## src/inc/pwm_pkg.sv

```systemverilog
// Shared constants and carrier types of the five-output waveform generator.
package pwm_pkg;

   // ****************************************************************
   // Register map.
   // ****************************************************************
   // Byte address of the waveform control word; the rest follow it.
   localparam logic [31:0] BASE_ADDR = 32'hffff0f80;
   // Word indices from the base (byte address = base + 4 * index).
   localparam logic [3:0] IDX_CTRL = 4'h0;
   localparam logic [3:0] IDX_PAIR0 = 4'h1;
   localparam int FIELDS = 4;
   localparam logic [3:0] IDX_CLEAR = 4'hd;
   localparam logic [3:0] IDX_STATUS = 4'he;
   // Field order inside one pair's group of words.
   localparam int F_RISE = 0;
   localparam int F_FALL = 1;
   localparam int F_LOW = 2;
   localparam int F_LEN = 3;

   // ****************************************************************
   // Control word layout and reset values.
   // ****************************************************************
   localparam logic [15:0] CTRL_RESET = 16'h0012;
   // Bits 13 and 15 are reserved and always read zero.
   localparam logic [15:0] CTRL_MASK = 16'h5fff;
   localparam int B_BRIDGE = 1;
   localparam int B_LOAD = 3;
   localparam int B_FORCE = 4;
   localparam int B_PRESC = 6;
   localparam int PRESC_W = 3;
   // Status word: bit 16 is the pending flag, 15:0 the pair A count.
   localparam int B_PEND = 16;
   localparam logic [15:0] CFG_RESET = 16'h0000;
   // Pin levels 0..4 at reset: high sides on, low sides and output 4 off.
   localparam logic [4:0] OUT_RESET = 5'h05;

   // ****************************************************************
   // Structure.
   // ****************************************************************
   localparam int PAIRS = 3;
   localparam int CNT_W = 16;
   localparam int DIV_W = 8;

   // Programmed or active settings of one output pair.
   typedef struct packed {
      logic [CNT_W-1:0] len;
      logic [CNT_W-1:0] low_fall;
      logic [CNT_W-1:0] fall;
      logic [CNT_W-1:0] rise;
   } pair_cfg_t;

   // Bus access captured in the address phase.
   typedef struct packed {
      logic valid;
      logic wr;
      logic [3:0] idx;
   } bus_req_t;

endpackage
```

## src/core/hbridge_pwm_generator.sv

```systemverilog
// Five-output pulse-width generator with an AHB-Lite register slave.
`timescale 1ns/1ps

module hbridge_pwm_generator
   import pwm_pkg::*;
(
   // Clock and reset.
   input wire logic clk,
   input wire logic resetn,
   // AHB-Lite slave.
   input wire logic hsel,
   input wire logic [31:0] haddr,
   input wire logic [1:0] htrans,
   input wire logic hwrite,
   input wire logic [2:0] hsize,
   input wire logic [31:0] hwdata,
   input wire logic hready,
   output logic hreadyout,
   output logic hresp,
   output logic [31:0] hrdata,
   // Waveform outputs.
   output logic high_side_out_a,
   output logic low_side_out_a,
   output logic high_side_out_b,
   output logic low_side_out_b,
   output logic single_out_c,
   // Period event still waiting for software.
   output logic period_event_pending
);

   // ****************************************************************
   // Bus slave.
   // ****************************************************************
   // Address phase request, held for the data phase.
   bus_req_t req_q;
   // Registered read data.
   logic [31:0] rdata_q;
   // Every register as seen by a read, by word index.
   logic [15:0][31:0] view;

   // A transfer is taken when selected, non-idle and the bus is ready.
   wire take = hsel & htrans[1] & hready;
   // Only aligned whole words inside the block's window are mapped.
   wire in_win = (haddr[31:6] == BASE_ADDR[31:6]);
   wire aligned = (haddr[1:0] == 2'b00) & (hsize == 3'b010);
   wire mapped = in_win & aligned;
   wire [3:0] a_idx = haddr[5:2];
   // Write strobe for the data phase, with its target word.
   wire wr_en = req_q.valid & req_q.wr;
   wire [15:0] wdata = hwdata[15:0];

   // The slave never inserts waits and never reports an error.
   assign hreadyout = 1'b1;
   assign hresp = 1'b0;
   assign hrdata = rdata_q;

   // Limitation: a read pipelined straight behind a write to the same
   // word returns the old value; single transfers never do that.
   // Capture the request; read data are fetched in the address phase
   // so they stand from a flip-flop for the whole data phase.
   always_ff @(posedge clk or negedge resetn) begin
      if (!resetn) begin
         req_q <= '0;
         rdata_q <= 32'h00000000;
      end else begin
         req_q <= '{valid: take & mapped, wr: hwrite, idx: a_idx};
         if (take & ~hwrite & mapped) begin
            rdata_q <= view[a_idx];
         end else begin
            // Unmapped reads and idle cycles return zero.
            rdata_q <= 32'h00000000;
         end
      end
   end

   // ****************************************************************
   // Control word and prescaler.
   // ****************************************************************
   // Software-visible control word.
   logic [15:0] ctrl_q;
   // Free-running divider of the core clock.
   logic [DIV_W-1:0] div_q;

   wire wr_ctrl = wr_en & (req_q.idx == IDX_CTRL);
   wire bridge_mode_select = ctrl_q[B_BRIDGE];
   wire compare_load_request = ctrl_q[B_LOAD];
   wire high_side_force_off = ctrl_q[B_FORCE];
   wire [PRESC_W-1:0] clock_prescale_select = ctrl_q[B_PRESC +: PRESC_W];
   // Code n divides by 2^(n+1): the low n+1 bits of the divider.
   wire [DIV_W:0] div_mask = (9'h002 << clock_prescale_select) - 9'h001;
   // One timer step every 2..256 core clocks.
   wire tick = &(div_q | ~div_mask[DIV_W-1:0]);

   // Reset leaves bridge mode with the high sides forced, motor off.
   always_ff @(posedge clk or negedge resetn) begin
      if (!resetn) begin
         ctrl_q <= CTRL_RESET;
      end else if (wr_ctrl) begin
         ctrl_q <= wdata & CTRL_MASK;
      end
   end

   // The divider runs always; changing the code mid-count only
   // shortens or stretches the step in progress.
   always_ff @(posedge clk or negedge resetn) begin
      if (!resetn) begin
         div_q <= '0;
      end else begin
         div_q <= div_q + 8'h01;
      end
   end

   // ****************************************************************
   // Pair timers, compare shadows and waveforms.
   // ****************************************************************
   // Programmed values as written by software.
   pair_cfg_t cfg_q [PAIRS];
   // Active compares that the waveforms really use.
   pair_cfg_t act_q [PAIRS];
   // One 16-bit timer per pair.
   logic [CNT_W-1:0] cnt_q [PAIRS];
   // Raw high-side and low-side levels of each pair.
   logic [PAIRS-1:0] hi_q;
   logic [PAIRS-1:0] lo_q;

   for (genvar p = 0; p < PAIRS; p++) begin : g_pair
      // Word indices of this pair's settings.
      localparam logic [3:0] I0 = 4'(IDX_PAIR0 + FIELDS * p);
      // The single output has no low-side compare word.
      localparam bit HAS_LOW = (p < PAIRS - 1);
      wire wr_rise = wr_en & (req_q.idx == I0 + 4'(F_RISE));
      wire wr_fall = wr_en & (req_q.idx == I0 + 4'(F_FALL));
      wire wr_low = wr_en & HAS_LOW & (req_q.idx == I0 + 4'(F_LOW));
      wire wr_len = wr_en & (req_q.idx == I0 + 4'(F_LEN));
      // End of the period, when the timer wraps to zero.
      wire at_len = (cnt_q[p] == cfg_q[p].len);
      // Timer step from zero to one: the only moment compares load.
      wire step01 = tick & (cnt_q[p] == '0) & ~at_len;
      // Compare matches against the active values.
      wire m_rise = (cnt_q[p] == act_q[p].rise);
      wire m_fall = (cnt_q[p] == act_q[p].fall);
      wire m_low = HAS_LOW & (cnt_q[p] == act_q[p].low_fall);
      // High side: set at compare 0, cleared at compare 1 (clear wins).
      wire hi_d = (hi_q[p] | m_rise) & ~m_fall;
      wire hi_falls = hi_q[p] & ~hi_d;
      // Low side: set at the length, cleared at compare 2 or when the
      // high side falls, whichever comes first.
      wire lo_d = HAS_LOW & (lo_q[p] | at_len) & ~m_low & ~hi_falls;

      // Programmed settings; a pair's words are its own alone.
      always_ff @(posedge clk or negedge resetn) begin
         if (!resetn) begin
            cfg_q[p] <= '{default: CFG_RESET};
         end else begin
            if (wr_rise) cfg_q[p].rise <= wdata;
            if (wr_fall) cfg_q[p].fall <= wdata;
            if (wr_low) cfg_q[p].low_fall <= wdata;
            if (wr_len) cfg_q[p].len <= wdata;
         end
      end

      // Shadow compares: copied only at the start of a new count, so a
      // period never runs on a half-written set of values.
      always_ff @(posedge clk or negedge resetn) begin
         if (!resetn) begin
            act_q[p] <= '{default: CFG_RESET};
         end else if (compare_load_request & step01) begin
            act_q[p] <= cfg_q[p];
         end
      end

      // Timer counts 0..length on each prescaled step, then restarts.
      always_ff @(posedge clk or negedge resetn) begin
         if (!resetn) begin
            cnt_q[p] <= '0;
         end else if (tick) begin
            cnt_q[p] <= at_len ? '0 : cnt_q[p] + 16'h0001;
         end
      end

      // Waveform levels follow the count one core clock later.
      always_ff @(posedge clk or negedge resetn) begin
         if (!resetn) begin
            hi_q[p] <= 1'b0;
            lo_q[p] <= 1'b0;
         end else begin
            hi_q[p] <= hi_d;
            lo_q[p] <= lo_d;
         end
      end

      // Read views of this pair's words.
      assign view[I0 + 4'(F_RISE)] = {16'h0000, cfg_q[p].rise};
      assign view[I0 + 4'(F_FALL)] = {16'h0000, cfg_q[p].fall};
      assign view[I0 + 4'(F_LEN)] = {16'h0000, cfg_q[p].len};
      if (HAS_LOW) begin : g_low
         assign view[I0 + 4'(F_LOW)] = {16'h0000, cfg_q[p].low_fall};
      end else begin : g_nolow
         assign view[I0 + 4'(F_LOW)] = 32'h00000000;
      end
   end

   // ****************************************************************
   // Pending period event.
   // ****************************************************************
   // Raised when pair A's timer wraps, dropped by any write to the
   // clear word; an event in the clearing cycle survives.
   logic pend_q;
   wire pend_set = tick & (cnt_q[0] == cfg_q[0].len);
   wire pend_clr = wr_en & (req_q.idx == IDX_CLEAR);

   always_ff @(posedge clk or negedge resetn) begin
      if (!resetn) begin
         pend_q <= 1'b0;
      end else begin
         pend_q <= pend_set | (pend_q & ~pend_clr);
      end
   end

   assign period_event_pending = pend_q;

   // Remaining read views: control, clear, status and unmapped words.
   assign view[IDX_CTRL] = {16'h0000, ctrl_q};
   assign view[IDX_CLEAR] = 32'h00000000;
   assign view[IDX_STATUS] = {15'h0000, pend_q, cnt_q[0]};
   assign view[15] = 32'h00000000;

   // ****************************************************************
   // Output stage.
   // ****************************************************************
   // Registered pin levels, in order 0..4.
   logic [4:0] out_q;
   // In bridge mode a low side is held off while its high side is on,
   // so the two switches of a leg never conduct together.
   wire lo_a = lo_q[0] & ~(bridge_mode_select & hi_q[0]);
   wire lo_b = lo_q[1] & ~(bridge_mode_select & hi_q[1]);
   // Forcing drives both high sides on and both low sides off.
   // Output 4 has no partner switch, so forcing leaves it running.
   wire [4:0] out_d = high_side_force_off ?
      {hi_q[2], 1'b0, 1'b1, 1'b0, 1'b1} :
      {hi_q[2], lo_b, hi_q[1], lo_a, hi_q[0]};

   always_ff @(posedge clk or negedge resetn) begin
      if (!resetn) begin
         // Same safe levels as the forced state at power-up.
         out_q <= OUT_RESET;
      end else begin
         out_q <= out_d;
      end
   end

   assign high_side_out_a = out_q[0];
   assign low_side_out_a = out_q[1];
   assign high_side_out_b = out_q[2];
   assign low_side_out_b = out_q[3];
   assign single_out_c = out_q[4];

   // ****************************************************************
   // Elaboration checks.
   // ****************************************************************
   // The pair groups must end below the clear word, or two registers
   // would share an index and one write would land in both.
   if (int'(IDX_PAIR0) + FIELDS * PAIRS > int'(IDX_CLEAR)) begin : g_map_check
      $error("pair register groups overlap the clear word");
   end
   // Code 7 needs eight divider bits; a shorter divider would wrap
   // before the slowest step and run that code too fast.
   if (DIV_W < (1 << PRESC_W)) begin : g_div_check
      $error("divider too short for the prescaler codes");
   end
   // Timer words are written through the low half of the data bus.
   if (CNT_W > 16) begin : g_cnt_check
      $error("timer wider than the register data");
   end

endmodule

```

## config.mk

```make
export PLATFORM = sky130hd
export DESIGN_NAME = hbridge_pwm_generator
export DESIGN_NICKNAME = d
export VERILOG_FILES = /design/src/inc/pwm_pkg.sv /design/src/core/hbridge_pwm_generator.sv
export SDC_FILE = /design/constraint.sdc
export NUM_CORES = 1
export LEC_CHECK = 0
export ABC_AREA = 1
export BUFFER_PORTS_ARGS = -buffer_cell sky130_fd_sc_hd__buf_2
export CORE_ASPECT_RATIO = 2
export CORE_UTILIZATION = 41
export CTS_CLUSTER_DIAMETER = 60
export CTS_CLUSTER_SIZE = 8
export DETAILED_ROUTE_END_ITERATION = 8
export PLACE_DENSITY = 0.55
export SLEW_MARGIN = 10
export SYNTH_ARGS = -nofsm -noshare
export SYNTH_HDL_FRONTEND = slang
export SYNTH_SLANG_ARGS = --single-unit
```

## constraint.sdc

```tcl
create_clock -name clk -period 2 [get_ports clk]
set_input_delay 0.3 -clock clk [delete_from_list [all_inputs] [get_ports clk]]
set_output_delay 0.3 -clock clk [all_outputs]
set_load 0.03 [all_outputs]
```

==> out/metrics.csv <==
metric,value,unit
grt_pass1_wl,118500,um
p_switching,4.394,mW
layout_min_cycle_time,1991,ps
boundaryPins,114,
track_usage,30.01,%
synth_mux_area_share,0,%
pre_cts_ws,33.78,ps
worstPathArrival,2470,ps
status,"complete, no violations",
htree_num_levels,2,
postPlaceCellArea,23210,um^2
die_x,164.2,um
syn_inst,2781,
dp_hpwl,56070,um
cp_top_family,simple AND/OR/NAND/NOR gates,
fin_ws,9.017,ps
reg2reg_depth,8,
routed_wl,78120,um
synth.distinct_cells,35,
comb_power_share,5.2,%
area_growth,16.01,%
power_density,729.4,nW/um^2
antenna_found_initial,4,
gp_congestion,0.9428,
synth_top_family_by_area,simple AND/OR/NAND/NOR gates,
max_freq,0.5023,GHz
path_buf_inv,2,
worst-setup-path-type,reg -> reg,
die_h,326.3,um
layoutNonFillerInstCount,3572,
fin_skew,21.07,ps
slowest_stage,nor2_1,
portBuffers,79,
start_util,41.60,%
cts-root-buf,clkbuf_16,
p_int,13.85,mW
design_area,25010,um^2
hold_viol_final,0,
worst_setup_path_end_kind,flip-flop,
synthSimpleGateAreaFrac,29.44,%
synth.avg_cell_area,7.752,um^2
cp.required,2480,ps
ys_ff_latch,408,
diodes,0,
fillers,5184,
path_cells,buf_4 -> buf_4 -> xnor2_1 -> nand4_1 -> nor2_1 -> nand2_1 -> nand2_1 -> nor2_1,
vias_per_cell,5.425,
cp_num_cells,8,
max_cap_viol_count,0,
min_from,htrans[1],
clock-sinks,408,
synth_xor_xnor_area_share,5.525,%
yosys_warnings,0,
min_period_over_period,99.55,%
clkTransAtPathRegs,50,ps
dieArea,53560,um^2
worstMarginPinSlew,747.4,ps
setup_viol,0,
drt_first_pass_iters,5,
maxSlewViolCount,0,
grt.overflow.total,0,
hold_path.class,in -> reg,
regToRegSetupSlack,9,ps
syn-cell-area,21560,um^2
synth_compound_area_share,8.670,%
synthAdderAreaFrac,0.4062,%
ir_drop,0.7581,mV
relSlewSlack,50.12,%
multi_input_area,9590,um^2
grt_pass1_vias,19630,
setup.worst_path.start_class,flip-flop,
reg2reg_from,cnt_q[17],
drtIter0Drc,1422,
antenna_left,0,
pwr-share-seq,45.4,%
wl_per_cell,21.87,um
cts_tree,yes,
min_path_cells,5,
slowest_delay,450,ps
core_area,51820,um^2
drive_gt1_share,12.12,%
routed-via-count,19380,
cts_buffers,57,
p_sw_share,24.09,%
drcViolationCount,0,
worstPathMaxFanout,4,
grt_max_degree,56,
clock_path_buffers,3,
nets,2967,
cp-startpoint,cnt_q[17],
num_rows,118,
clk_latency,610,ps
seq_area_frac_synth,47.38,%
p_leak,13.32,nW
place_inst,3474,
regArea,10220,um^2
clkPwrFrac,49.4,%
## path summary, 6_finish.rpt
path | endpoint
setup / recovery | lo_q[1]
hold / removal | hrdata[16]
setup reg to reg | lo_q[1]
hold reg to reg | out_q[4]
max in group asynchronous | act_q[98]
min in group asynchronous | act_q[140]
## power groups by stage
stage	registers (mW)	logic (mW)	clock network [mW]
after floorplan	8.42	0.362	0
after global placement	8.41	0.943	0
after detailed placement	8.41	0.948	0
after CTS	8.27	0.957	9.16
after global routing	8.27	1.03	9.46
final	8.28	0.951	9.01
## Yosys cell counts (all sizes together)
library cell  instances  share of area (%)
a211oi                5               0.17
a21boi                1              0.035
a21oi                63                1.5
a22oi                 8               0.28
buf                 139                4.2
clkbuf               83                1.5
clkinv                1              0.017
conb                  2              0.035
dfrtp               404                 47
dfstp                 4               0.49
ha                    7               0.41
inv                 168                2.9
nand2               926                 16
nand3               114                2.7
nand3b               12               0.42
nand4               204                5.9
nor2                178                3.2
nor3                 33               0.81
nor3b                 1              0.035
nor4                  1              0.029
o211ai               11               0.38
o21ai               273                6.3
or2                   7               0.20
xnor2                68                2.8
xor2                 68                2.8
## sequential cells by signal, summed over array words and instances (netlist names), 2 cells and up
| signal | count |
|---|---|
| req_q | 6 |
| out_q | 5 |
| cfg_q | 176 |
| hrdata | 17 |
| lo_q | 2 |
| div_q | 8 |
| cnt_q | 48 |
| ctrl_q | 14 |
| act_q | 128 |
| hi_q | 3 |
## placed cells by master (no fill, tap or decap), drive strengths merged, types with 11 or more instances in the layout
| cell | count |
|---|---|
| nand2 | 926 |
| dfrtp | 404 |
| o21ai | 273 |
| buf | 245 |
| nand4 | 204 |
| nor2 | 178 |
| inv | 169 |
| nand3 | 114 |
| clkbuf | 86 |
| xor2 | 68 |
| xnor2 | 68 |
| a21oi | 63 |
| nor3 | 33 |
| conb | 17 |
| nand3b | 12 |
| o211ai | 11 |
## worst min-delay path, delay by kind of cell
kind / cells / cell delay [ps]
simple gates: 4 / 230
buf+inv: 1 / 100
## what timing repair did
action | 4_1_cts | 5_1_grt
gates resized for setup | 0 | 10
endpoints found under the hold margin | 42 | 0
buffers inserted | 0 | 5
endpoints found under the setup margin | 0 | 6
hold buffers | 5 | 0
## area by class of cell
cell class	instances	area share [%]
timing repair buffer	253	8.584
tap	660	3.302
multi-input combinational	1997	38.34
clock inverter	2	0.07003
inverter	169	2.536
clock buffer	83	6.303
sequential	408	40.86
## per-layer routing
metal / wire [um] / GRT usage, %
met2: 41850 / 54.85
met3: 2968 / 3.415
met1: 26670 / 30.91
met4: 6610 / 21.96
met5: 19 / 0
## cells by family after synthesis
| logic type | Yosys count |
|---|---|
| and+or+nand+nor | 1476 |
| DFF | 408 |
| buffers and inverters | 391 |
| AOI/OAI and AO/OA | 361 |
| xor gates and xnor gates | 136 |
| adders and majority gates | 7 |
| other | 2 |
## through the flow
stage / util [%] / hold slack, ps / TNS [ps] / total power [mW]
after floorplan: - / 4.409 / 0 / 8.778
after global placement: 44.79 / 262.1 / 0 / 9.358
after detailed placement: 44.79 / 256.1 / 0 / 9.363
after CTS: 47.96 / 38.66 / 0 / 18.39
after global routing: 48.26 / 79.64 / -19.23 / 18.76
final: 48.26 / 63.50 / 0 / 18.24
Note: power is estimated with default switching activity, not from simulation.
